**src/rtl/flash_host_pkg.sv**
```systemverilog
// Constants shared by the flash query host controller.
package flash_host_pkg;
  localparam logic [7:0]  CMD_QUERY       = 8'h98;
  localparam logic [7:0]  CMD_RESET       = 8'hF0;
  localparam logic [7:0]  CMD_AUTOSELECT  = 8'h90;
  localparam logic [7:0]  CMD_UNLOCK1     = 8'hAA;
  localparam logic [7:0]  CMD_UNLOCK2     = 8'h55;
  localparam logic [20:0] ADDR_QUERY      = 21'h000055;
  localparam logic [20:0] ADDR_UNLOCK1    = 21'h000555;
  localparam logic [20:0] ADDR_UNLOCK2    = 21'h0002AA;
  localparam logic [7:0]  QUERY_FIRST     = 8'h10;
  localparam logic [7:0]  QUERY_LAST      = 8'h4C;
  localparam int          QUERY_WORDS     = 64;
  localparam logic [7:0]  MARK_Q          = 8'h51;
  localparam logic [7:0]  MARK_R          = 8'h52;
  localparam logic [7:0]  MARK_Y          = 8'h59;
  localparam logic [7:0]  OFS_CTRL        = 8'h00;
  localparam logic [7:0]  OFS_STATUS      = 8'h04;
  localparam logic [7:0]  OFS_ADDR        = 8'h08;
  localparam logic [7:0]  OFS_WDATA       = 8'h0C;
  localparam logic [7:0]  OFS_RDATA       = 8'h10;
  localparam logic [7:0]  OFS_TABLE       = 8'h14;
  localparam logic [7:0]  OFS_TDATA       = 8'h18;
  localparam int          CTRL_GO         = 0;
  localparam int          CTRL_OP_LSB     = 1;
  localparam logic [2:0]  OP_READ         = 3'h0;
  localparam logic [2:0]  OP_WRITE        = 3'h1;
  localparam logic [2:0]  OP_QUERY        = 3'h2;
  localparam logic [2:0]  OP_RESET        = 3'h3;
  localparam logic [2:0]  OP_AUTOSELECT   = 3'h4;
  localparam logic [2:0]  OP_DUMP         = 3'h5;
  localparam int          T_SETUP_NS      = 40;
  localparam int          T_PULSE_NS      = 80;
  localparam int          CLK_NS          = 10;
  localparam logic [3:0]  SETUP_CYC       = 4'((T_SETUP_NS + CLK_NS - 1) / CLK_NS);
  localparam logic [3:0]  PULSE_CYC       = 4'((T_PULSE_NS + CLK_NS - 1) / CLK_NS);
  localparam logic [1:0]  RESP_OKAY       = 2'b00;
  localparam logic [1:0]  RESP_SLVERR     = 2'b10;
endpackage

```
**src/rtl/query_store.sv**
```systemverilog
// Small memory that keeps the query bytes read back from the flash.
`timescale 1ns/1ps
`default_nettype none
module query_store (
  input  wire logic       aclk,
  input  wire logic       we,
  input  wire logic [5:0] waddr,
  input  wire logic [7:0] wdata,
  input  wire logic [5:0] raddr,
  output var  logic [7:0] rdata
);
  logic [7:0] mem [0:63];

  always_ff @(posedge aclk) begin
    if (we) begin
      mem[waddr] <= wdata;
    end
    rdata <= mem[raddr];
  end
endmodule
`default_nettype wire

```
**src/rtl/flash_query_host.sv**
```systemverilog
// Host controller that drives the flash bus pins and dumps the query table.
`timescale 1ns/1ps
`default_nettype none
// Contract
// - Writing 98h to address 55h from array read enters query mode.
// - Reset command leaves query mode back to array reads.
// - Query also works from identifier mode; reset then returns there.
// - Host issues reset only when software requests OP_RESET; the timeout flag and identifier mode are only reported.
module flash_query_host
  import flash_host_pkg::*;
(
  input  wire logic        aclk,
  input  wire logic        aresetn,
  input  wire logic [7:0]  s_axi_awaddr,
  input  wire logic        s_axi_awvalid,
  output logic             s_axi_awready,
  input  wire logic [31:0] s_axi_wdata,
  input  wire logic [3:0]  s_axi_wstrb,
  input  wire logic        s_axi_wvalid,
  output logic             s_axi_wready,
  output logic [1:0]       s_axi_bresp,
  output logic             s_axi_bvalid,
  input  wire logic        s_axi_bready,
  input  wire logic [7:0]  s_axi_araddr,
  input  wire logic        s_axi_arvalid,
  output logic             s_axi_arready,
  output logic [31:0]      s_axi_rdata,
  output logic [1:0]       s_axi_rresp,
  output logic             s_axi_rvalid,
  input  wire logic        s_axi_rready,
  output logic [20:0]      flash_addr,
  input  wire logic [7:0]  flash_dq_in,
  output logic [7:0]       flash_dq_out,
  output logic             flash_dq_oe,
  output logic             flash_ce_n,
  output logic             flash_we_n,
  output logic             flash_oe_n
);
  typedef enum logic [4:0] {
    ST_IDLE  = 5'b00001,
    ST_SETUP = 5'b00010,
    ST_PULSE = 5'b00100,
    ST_HOLD  = 5'b01000,
    ST_READ  = 5'b10000
  } bus_state_e;

  bus_state_e  state;
  logic [2:0]  op;
  logic        busy;
  logic        timeout_flag_bit;
  logic        in_query;
  logic        in_ident;
  logic        from_ident;
  logic        dump_done;
  logic        marker_ok;
  logic [3:0]  cnt;
  logic [2:0]  step;
  logic [5:0]  dump_idx;
  logic [20:0] user_addr;
  logic [7:0]  user_wdata;
  logic [7:0]  rd_byte;
  logic [5:0]  table_idx;
  logic [7:0]  table_byte;
  logic [2:0]  dq_sync;
  logic        cyc_write;
  logic [20:0] cyc_addr;
  logic [7:0]  cyc_data;
  logic [2:0]  nsteps;
  logic        go;
  logic        aw_ok;
  logic        w_ok;
  logic        wr_fire;
  logic        store_we;

  // Write address and data are taken only together, in a cycle where both are valid and no response is pending; nothing is held.
  assign s_axi_awready = !s_axi_bvalid && s_axi_awvalid && s_axi_wvalid;
  assign s_axi_wready  = s_axi_awready;
  assign wr_fire       = s_axi_awready;
  assign s_axi_arready = !s_axi_rvalid;
  assign aw_ok         = (s_axi_awaddr == OFS_CTRL) || (s_axi_awaddr == OFS_ADDR) ||
                         (s_axi_awaddr == OFS_WDATA) || (s_axi_awaddr == OFS_TABLE);
  assign w_ok          = s_axi_wstrb[0];
  assign go            = wr_fire && aw_ok && (s_axi_awaddr == OFS_CTRL) && s_axi_wdata[CTRL_GO] && !busy && w_ok;
  assign busy          = (state != ST_IDLE);

  always_ff @(posedge aclk) begin
    if (!aresetn) begin
      s_axi_bvalid <= 1'b0;
      s_axi_bresp  <= RESP_OKAY;
    end else if (wr_fire) begin
      s_axi_bvalid <= 1'b1;
      s_axi_bresp  <= aw_ok ? RESP_OKAY : RESP_SLVERR;
    end else if (s_axi_bready) begin
      s_axi_bvalid <= 1'b0;
    end
  end

  always_ff @(posedge aclk) begin
    if (!aresetn) begin
      user_addr  <= 21'h000000;
      user_wdata <= 8'h00;
      table_idx  <= 6'h00;
      op         <= OP_READ;
    end else if (wr_fire && w_ok) begin
      if (s_axi_awaddr == OFS_ADDR) begin
        user_addr <= s_axi_wdata[20:0];
      end
      if (s_axi_awaddr == OFS_WDATA) begin
        user_wdata <= s_axi_wdata[7:0];
      end
      if (s_axi_awaddr == OFS_TABLE) begin
        table_idx <= s_axi_wdata[5:0];
      end
      if (go) begin
        op <= s_axi_wdata[CTRL_OP_LSB +: 3];
      end
    end
  end

  always_ff @(posedge aclk) begin
    if (!aresetn) begin
      s_axi_rvalid <= 1'b0;
      s_axi_rdata  <= 32'h00000000;
      s_axi_rresp  <= RESP_OKAY;
    end else if (s_axi_arvalid && s_axi_arready) begin
      s_axi_rvalid <= 1'b1;
      s_axi_rresp  <= RESP_OKAY;
      unique case (s_axi_araddr)
        OFS_CTRL:   s_axi_rdata <= {28'h0000000, op, 1'b0};
        OFS_STATUS: s_axi_rdata <= {26'h0000000, marker_ok, dump_done, from_ident, in_ident, in_query, busy};
        OFS_ADDR:   s_axi_rdata <= {11'h000, user_addr};
        OFS_WDATA:  s_axi_rdata <= {24'h000000, user_wdata};
        OFS_RDATA:  s_axi_rdata <= {23'h000000, timeout_flag_bit, rd_byte};
        OFS_TABLE:  s_axi_rdata <= {26'h0000000, table_idx};
        OFS_TDATA:  s_axi_rdata <= {24'h000000, table_byte};
        default: begin
          s_axi_rdata <= 32'h00000000;
          s_axi_rresp <= RESP_SLVERR;
        end
      endcase
    end else if (s_axi_rready) begin
      s_axi_rvalid <= 1'b0;
    end
  end

  // Pin data pass three flops; a byte counts once the last two stages agree.
  logic [7:0] dq_s1;
  logic [7:0] dq_s2;
  logic [7:0] dq_s3;
  always_ff @(posedge aclk) begin
    if (!aresetn) begin
      dq_s1 <= 8'h00;
      dq_s2 <= 8'h00;
      dq_s3 <= 8'h00;
    end else begin
      dq_s1 <= flash_dq_in;
      dq_s2 <= dq_s1;
      dq_s3 <= dq_s2;
    end
  end
  assign dq_sync = {2'b00, dq_s2 == dq_s3};

  // Sequence steps per operation; unlock cycles precede the identifier command.
  always_comb begin
    cyc_write = 1'b1;
    cyc_addr  = user_addr;
    cyc_data  = user_wdata;
    nsteps    = 3'd1;
    unique case (op)
      OP_WRITE: begin
        cyc_addr = user_addr;
      end
      OP_QUERY: begin
        cyc_addr = ADDR_QUERY;
        cyc_data = CMD_QUERY;
      end
      OP_RESET: begin
        cyc_addr = user_addr;
        cyc_data = CMD_RESET;
      end
      OP_AUTOSELECT: begin
        nsteps = 3'd3;
        cyc_addr = (step == 3'd0) ? ADDR_UNLOCK1 : (step == 3'd1) ? ADDR_UNLOCK2 : ADDR_UNLOCK1;
        cyc_data = (step == 3'd0) ? CMD_UNLOCK1 : (step == 3'd1) ? CMD_UNLOCK2 : CMD_AUTOSELECT;
      end
      OP_DUMP: begin
        cyc_write = 1'b0;
        cyc_addr  = {13'h0000, QUERY_FIRST + {2'b00, dump_idx}};
      end
      default: begin
        cyc_write = 1'b0;
      end
    endcase
  end

  // Select falls first and rises last, so the strobe edges set the latch points.
  always_ff @(posedge aclk) begin
    if (!aresetn) begin
      state        <= ST_IDLE;
      cnt          <= 4'h0;
      step         <= 3'd0;
      dump_idx     <= 6'h00;
      flash_addr   <= 21'h000000;
      flash_dq_out <= 8'h00;
      flash_dq_oe  <= 1'b0;
      flash_ce_n   <= 1'b1;
      flash_we_n   <= 1'b1;
      flash_oe_n   <= 1'b1;
    end else begin
      unique case (state)
        ST_IDLE: begin
          step     <= 3'd0;
          dump_idx <= 6'h00;
          if (go) begin
            state <= ST_SETUP;
            cnt   <= 4'h0;
          end
        end
        ST_SETUP: begin
          flash_addr   <= cyc_addr;
          flash_dq_out <= cyc_data;
          flash_dq_oe  <= cyc_write;
          flash_ce_n   <= 1'b0;
          cnt          <= cnt + 4'h1;
          if (cnt == SETUP_CYC) begin
            cnt        <= 4'h0;
            flash_we_n <= !cyc_write;
            flash_oe_n <= cyc_write;
            state      <= cyc_write ? ST_PULSE : ST_READ;
          end
        end
        ST_PULSE: begin
          cnt <= cnt + 4'h1;
          if (cnt == PULSE_CYC) begin
            flash_we_n <= 1'b1;
            cnt        <= 4'h0;
            state      <= ST_HOLD;
          end
        end
        ST_READ: begin
          cnt <= cnt + 4'h1;
          if (cnt >= PULSE_CYC && dq_sync[0]) begin
            flash_oe_n <= 1'b1;
            cnt        <= 4'h0;
            state      <= ST_HOLD;
          end
        end
        ST_HOLD: begin
          flash_ce_n  <= 1'b1;
          flash_dq_oe <= 1'b0;
          cnt         <= 4'h0;
          if (op == OP_DUMP && dump_idx != 6'(QUERY_LAST - QUERY_FIRST)) begin
            dump_idx <= dump_idx + 6'h01;
            state    <= ST_SETUP;
          end else if (step + 3'd1 < nsteps) begin
            step  <= step + 3'd1;
            state <= ST_SETUP;
          end else begin
            state <= ST_IDLE;
          end
        end
        default: state <= ST_IDLE;
      endcase
    end
  end

  assign store_we = (state == ST_READ) && (cnt >= PULSE_CYC) && dq_sync[0];

  always_ff @(posedge aclk) begin
    if (!aresetn) begin
      rd_byte          <= 8'h00;
      timeout_flag_bit <= 1'b0;
    end else if (store_we) begin
      rd_byte          <= dq_s3;
      timeout_flag_bit <= dq_s3[5] && (op == OP_READ);
    end
  end

  // Mode tracking mirrors the device so software knows where a reset lands.
  always_ff @(posedge aclk) begin
    if (!aresetn) begin
      in_query   <= 1'b0;
      in_ident   <= 1'b0;
      from_ident <= 1'b0;
      dump_done  <= 1'b0;
      marker_ok  <= 1'b0;
    end else begin
      if (go) begin
        dump_done <= 1'b0;
      end
      if (state == ST_HOLD && step + 3'd1 >= nsteps) begin
        unique case (op)
          OP_QUERY: begin
            in_query   <= 1'b1;
            from_ident <= in_ident;
          end
          OP_RESET: begin
            in_query <= 1'b0;
            in_ident <= in_query && from_ident;
          end
          OP_AUTOSELECT: begin
            in_ident <= !in_query;
          end
          OP_WRITE: begin
            in_query <= 1'b0;
            in_ident <= 1'b0;
          end
          OP_DUMP: begin
            dump_done <= (dump_idx == 6'(QUERY_LAST - QUERY_FIRST));
          end
          default: begin
          end
        endcase
      end
      if (store_we && op == OP_DUMP) begin
        if (dump_idx == 6'h00) begin
          marker_ok <= (dq_s3 == MARK_Q);
        end else if (dump_idx == 6'h01 || dump_idx == 6'h02) begin
          marker_ok <= marker_ok && (dq_s3 == ((dump_idx == 6'h01) ? MARK_R : MARK_Y));
        end
      end
    end
  end

  query_store u_store (
    .aclk  (aclk),
    .we    (store_we && op == OP_DUMP),
    .waddr (dump_idx),
    .wdata (dq_s3),
    .raddr (table_idx),
    .rdata (table_byte)
  );
endmodule
`default_nettype wire

```
**config.mk**
```make
export PLATFORM = sky130hd
export DESIGN_NAME = flash_query_host
export DESIGN_NICKNAME = d
export VERILOG_FILES = /design/src/rtl/flash_host_pkg.sv /design/src/rtl/query_store.sv /design/src/rtl/flash_query_host.sv
export SDC_FILE = /design/constraint.sdc
export NUM_CORES = 1
export LEC_CHECK = 0
export BUFFER_PORTS_ARGS = -buffer_cell sky130_fd_sc_hd__buf_2
export CAP_MARGIN = 40
export CORE_MARGIN = 2
export CORE_UTILIZATION = 43
export CTS_CLUSTER_SIZE = 14
export DETAILED_ROUTE_END_ITERATION = 8
export SLEW_MARGIN = 20
export SYNTH_ARGS = -nofsm -noshare
export SYNTH_HDL_FRONTEND = slang
export SYNTH_SLANG_ARGS = --single-unit
```
**constraint.sdc**
```tcl
create_clock -name aclk -period 8.4 [get_ports aclk]
set_input_delay 0.84 -clock aclk [delete_from_list [all_inputs] [get_ports aclk]]
set_output_delay 0.84 -clock aclk [all_outputs]
set_load 0.01 [all_outputs]
```
* Yosys cells after proc, flatten, opt, wreduce, memory -nomap -nowiden *
Memory sizes are Yosys's and may differ from the RTL's. A register that Yosys moved wholly into a read port is not among the register bits.
Index checks and enable logic that the tools add are counted.

word-level totals
  register bits after elaboration = 165
  RAM bits = 512
  memories = 1

memory list
  name         depth  bits a word  read ports  clocked after memory_dff  wr ports  RTL line           RTL
  u_store.mem  64     8            1           1                         1         query_store.sv:12  logic [7:0] mem [0:63];

operators by class
  add/sub/neg operators = 4
  magnitude comparators = 3
  equality and inequality tests = 37
  mux-type cells = 51
  reduce and logical (&&, ||, !) cells = 59

operator list
  kind                                                  number
  one-hot mux 21 bit (7 select lines)                   1
  one-hot mux 21 bit (3 select lines)                   1
  equality test 8 x 4 -> 1 bit (second input constant)  4
  equality test 8 x 5 -> 1 bit (second input constant)  4
  2-to-1 mux 5 bit                                      5
  one-hot mux 5 bit (5 select lines)                    1
  one-hot mux 8 bit (3 select lines)                    1
  2-to-1 mux 11 bit                                     2
  2-to-1 mux 4 bit                                      5
  one-hot mux 4 bit (5 select lines)                    1
  AND reduction 2 bit                                   10
  logical AND 1 bit                                     18
  zero test 8 bit                                       2
  2-to-1 mux 1 bit                                      16
  2-to-1 mux 8 bit                                      2
  nonzero test 2 bit                                    8
  inequality test 2 bit (second input constant)         7
  one-hot mux 6 bit (2 select lines)                    1
  2-to-1 mux 2 bit                                      5
  one-hot mux 1 bit (2 select lines)                    5
  AND reduction 3 bit                                   3
  equality test 8 x 3 -> 1 bit (second input constant)  1
  equality test 8 x 7 -> 1 bit                          1
  equality test 8 x 7 -> 1 bit (second input constant)  1
  37 further kinds                                      49

* Logic depth before layout (Yosys ltp) *
  word-level depth = 12
  gate-level depth with buffers = 9
  mapped depth without buffers = 8

* Modules after synthesis *
Synthesis repeated with hierarchy kept, for this count alone.

unflattened totals
  cell total of the unflattened synthesis = 1,676
  area, all modules = 26,820.7 sq um

by module, submodules not included
  module            times used  cells each  area each (sq um)  sequential area each (sq um)
  query_store       1           940         20,166.8           15,534.9
  flash_query_host  1           736         6,653.9            3,042.9

* Worst setup path before layout *
No wires, ideal clock.

  path kind = register to register
  start = reg dq_s3[7]
  end = mem u_store.mem[53][0], enable pin
  library setup time = 0.370 ns
  arrival time = 3.020 ns
  data required time = 8.030 ns
  setup slack = 5.010 ns
  cell stages (with the launch flop) = 8
  path buffers = 1
  period minus slack after synthesis = 3.390 ns
  cell sequence = dfxtp_1 > xor2_1 > nor4_1 > or4b_1 > buf_4 > nor3_2 > nand2_1 > nor2_1

between the ends
  word-level cells in the longest chain between the ends = 5

RTL lines
  element                                 RTL line                 RTL
  start: declaration                      flash_query_host.sv:149  logic [7:0] dq_s3;
  start signal: assignment                flash_query_host.sv:158  dq_s3 <= dq_s2;
  equality test 8 bit                     flash_query_host.sv:161  assign dq_sync = {2'b00, dq_s2 == dq_s3};
  logical AND 1 bit                       flash_query_host.sv:267  assign store_we = (state == ST_READ) && (cnt >= PULSE_CYC) && dq_sync[0];
  logical AND 1 bit                       flash_query_host.sv:327  .we (store_we && op == OP_DUMP),
  2-to-1 mux 1 bit                        query_store.sv:15        if (we) begin
  2-to-1 mux 1 bit (not written as such)  query_store.sv:16        mem[waddr] <= wdata;
  end: declaration                        query_store.sv:12

Every way passes these cells.

* Worst setup path in the final report *
  start = reg dq_s3[0]
  end = mem u_store.mem[25][1], enable pin

Same word-level chain as after synthesis.

==> qor.yml <==
run_status:
  status: "complete, no violations"
synthesis:
  yosys_register_bits: 672
  synth_edf_count: 512
  synth_top_cell_area_share_pct: 57.3
  syn_area_sq_um: 26800
  syn_avg_cell_area_sq_um: 16.9
  ys_seq_area_share_pct: 69.3
  synth.largest_area_cell: "edfxtp_1"
  synth_cells: 1585
  synth.distinct_cells: 65
  synthFlopType: "edfxtp_1"
  synth_warnings: 0
  async_reset_ff_share_pct: 0
  ys_top_cells_by_area: "edfxtp_1, mux4_2, dfxtp_1, mux2i_1, nor2b_1"
placed_design:
  numPlacedInstances: 2461
  gp_congestion: 0.799
  dp_hpwl_microns: 37800
  io_buffers: 113
  placed_area_sq_um: 28100
worst_setup_path:
  timing.rr.end: "u_store.mem[25][1]$_DFFE_PP_"
  critPathCaptureType: "flop"
  worstRegToRegCells: 7
  critical_path_required_ns: 8.62
  startpoint_type: "flop"
  r2r_start: "dq_s3[0]$_SDFF_PN0_"
  crit_fanout: 69
  path_class: "flop to flop"
  crit_path_end: "u_store.mem[25][1]$_DFFE_PP_"
  r2r_slack_ns: 3.94
  crit_path_start: "dq_s3[0]$_SDFF_PN0_"
  arrival_ns: 4.68
global_route:
  antenna_found_initial: 2
  grt_pass1_vias: 14205
  grt.busiest_layer: "met2"
  globalRouteMet2Util_pct: 31.7
  grt_pass1_wl_microns: 90400
  gr-usage-met3_pct: 3.21
  grt_overflow: 0
  grt_max_degree: 103
  met1_usage_pct: 25.9
  grt_usage_pct: 19.1
cts:
  cts_buffer_depth: 3
  cts_setup_buffers: 0
  clock-root-buffer: "clkbuf_16"
  cts_tree: "done"
  cts_buffers: 68
  hold_buffers: 0
  clk_latency_ns: 0.60
  cts.repair.resized: 0
  clock_sinks: 672
  h-tree-depth: 3
  clk_pin_slew_ns: 0.06
floorplanning:
  die_x_microns: 254
  core_sq_um: 61700
  boundaryPins: 141
  die-area_sq_um: 64400
  rows: 91
  start_util_pct: 43.5
  dieHeight_microns: 254
cells_and_area:
  stdcell_count: 2590
  final_util_pct: 49.4
  syn_to_final_growth_pct: 13.6
  fin_nets: 1782
  drive_gt1_share_pct: 24.6
  final_area_sq_um: 30500
drt:
  drt_drc_violations_left: 0
  totalWireLength_microns: 61300
  vias: 14322
  drt_iter0_markers: 1413
  ant_nets: 0
  route.detailed.wl_per_inst_microns: 23.7
  drtPass1Iterations: 7
  vias_per_cell: 5.53
timing:
  drv_slew: 0
  clock.fmax_mhz: 224
  setup-violations-final: 0
  hold_violations: 0
  fin_crit_ns: 4.46
  tns_ns: 0
  post-route-period-util_pct: 53.1
  max_slew.worst_pin.slew_ns: 0.879
  rsz0062_at_grt: "false"
  slew-limit-headroom_pct: 41.4
  fin_skew_ns: 0.0179
pwr:
  sw_frac_of_total_pct: 19.4
  p_leak_uw: 0.0112
  p_int_uw: 5360
  peakVddDrop_v: 0.000131
  p_seq_share_pct: 53.5
  p_switching_uw: 1290
  combPwrFrac_pct: 1.4
  power_frac_clock_pct: 45.1
  power_density_nw_per_um2: 218
  p_total_uw: 6650
run:
  maxCapViolations: 0
min_path:
  hp-class: "flop to flop"
power groups by stage:
stage | logic [uW] | registers (uW) | clock network, uW
3_5_place_dp | 90.9 | 3630 | 0
5_1_grt | 101 | 3550 | 3180
6_report | 92.0 | 3560 | 3000
2_1_floorplan | 44.0 | 3640 | 0
4_1_cts | 90.8 | 3560 | 3060
3_3_place_gp | 88.7 | 3630 | 0
worst max-delay path, cell delays in order, from the launching register on:
cell and delay (ns):
dfxtp_2 0.31, buf_4 0.58, xnor2_1 0.23, nand3_1 0.10, or4b_1 0.90, nor3_1 0.74
nand2_1 0.45, nor2_1 0.75
cells in the final DEF, fill, tap and decap left out, types with 4 or more instances in the layout:
master / n
a221oi_1: 9
a211oi_1: 4
a22oi_1: 29
ha_1: 14
inv_1: 14
buf_4: 21
buf_2: 112
dfxtp_1: 148
nor2b_1: 89
o21ai_1: 8
nand2_1: 58
clkinv_1: 5
clkinv_2: 12
nand2b_1: 5
bufinv_16: 4
nand4_1: 6
xor2_1: 7
clkbuf_8: 5
o21ai_0: 42
nand3b_1: 7
and2_1: 31
o211ai_1: 4
mux2_2: 12
nand3_1: 18
nor4b_1: 5
a21oi_1: 34
xnor2_1: 7
dfxtp_2: 10
conb_1: 13
clkbuf_1: 16
and3_1: 6
edfxtp_1: 512
or3_1: 7
nor3_1: 8
clkbuf_16: 74
nor2_1: 103
mux2i_1: 66
a21boi_0: 7
mux4_2: 161
per-layer routing:
| metal | share of wire (%) | wire length (microns) |
|---|---|---|
| met1 | 42 | 25900 |
| met2 | 50 | 30300 |
| met3 | 6.1 | 3750 |
| met4 | 2.1 | 1310 |
| met5 | 0.042 | 26 |
per-stage QoR:
step | setup WS [ns] | hold slack, ns
2_1_floorplan | 5.01 | 0.412
3_3_place_gp | 3.74 | 0.417
3_5_place_dp | 3.69 | 0.423
4_1_cts | 3.68 | 0.421
5_1_grt | 3.66 | 0.448
6_report | 3.94 | 0.435
Yosys cell counts, types with 6 or more instances:
library cell / instances
or3_1: 7
a21oi_1: 34
nand3_1: 18
and3_1: 6
xor2_1: 7
inv_1: 14
mux2_2: 12
nor2_1: 103
buf_2: 14
edfxtp_1: 512
ha_1: 14
buf_1: 9
a221oi_1: 9
a22oi_1: 29
dfxtp_1: 160
mux2i_1: 66
nor3_1: 8
xnor2_1: 7
o21ai_0: 42
clkbuf_1: 59
and2_1: 31
nand2_1: 58
nand4_1: 6
buf_4: 19
a21boi_0: 7
nor2b_1: 89
o21ai_1: 8
nand3b_1: 7
mux4_2: 161
sequential cells by signal, summed over array words and instances (netlist names), 3 cells and up:
name	cells
user_wdata	8
flash_dq_out	8
rd_byte	8
dump_idx	6
table_idx	6
u_store.rdata	8
step	3
dq_s1	8
user_addr	21
op	3
dq_s2	8
s_axi_rdata	21
u_store.mem	512
dq_s3	8
state	5
flash_addr	21
cnt	4
logic make-up (layout without fill, tap and decap cells):
| group | after synthesis | count (layout) | synth area share (%) |
|---|---|---|---|
| AND/OR/NAND/NOR | 364 | 364 | 7.15 |
| AO/OA/AOI/OAI | 163 | 163 | 3.91 |
| other | 1 | 14 | 0.0140 |
| XOR/XNOR | 14 | 14 | 0.457 |
| buffers and inverters | 118 | 273 | 2.04 |
| adder cells (fa/ha/maj) | 14 | 14 | 0.653 |
| multiplexers | 239 | 239 | 16.5 |
| flip-flops | 672 | 672 | 69.3 |
how the worst min path moves through the flow:
stage | startpoint | to | slack, ns | cells after the start
2_1_floorplan | dq_s1[0]$_SDFF_PN0_ | dq_s2[0]$_SDFF_PN0_ | 0.41 | 1
3_3_place_gp | dq_s1[5]$_SDFF_PN0_ | dq_s2[5]$_SDFF_PN0_ | 0.42 | 1
3_5_place_dp | dq_s1[7]$_SDFF_PN0_ | dq_s2[7]$_SDFF_PN0_ | 0.42 | 1
4_1_cts | flash_dq_in[2] | dq_s1[2]$_SDFF_PN0_ | 0.42 | 2
5_1_grt | dq_s1[3]$_SDFF_PN0_ | dq_s2[3]$_SDFF_PN0_ | 0.45 | 1
6_report | dq_s1[6]$_SDFF_PN0_ | dq_s2[6]$_SDFF_PN0_ | 0.44 | 1
cell type report:
class	instances	area, sq um
repair buffers	138	825
flip-flops and latches	672	18600
multi-input cells	807	7730
diodes	1	2.50
clock inverters	24	221
fillers	5128	31200
well taps	837	1050
inverters	14	52.6
clock buffers	97	1990
No activity file was read; power rests on OpenSTA's default activity.
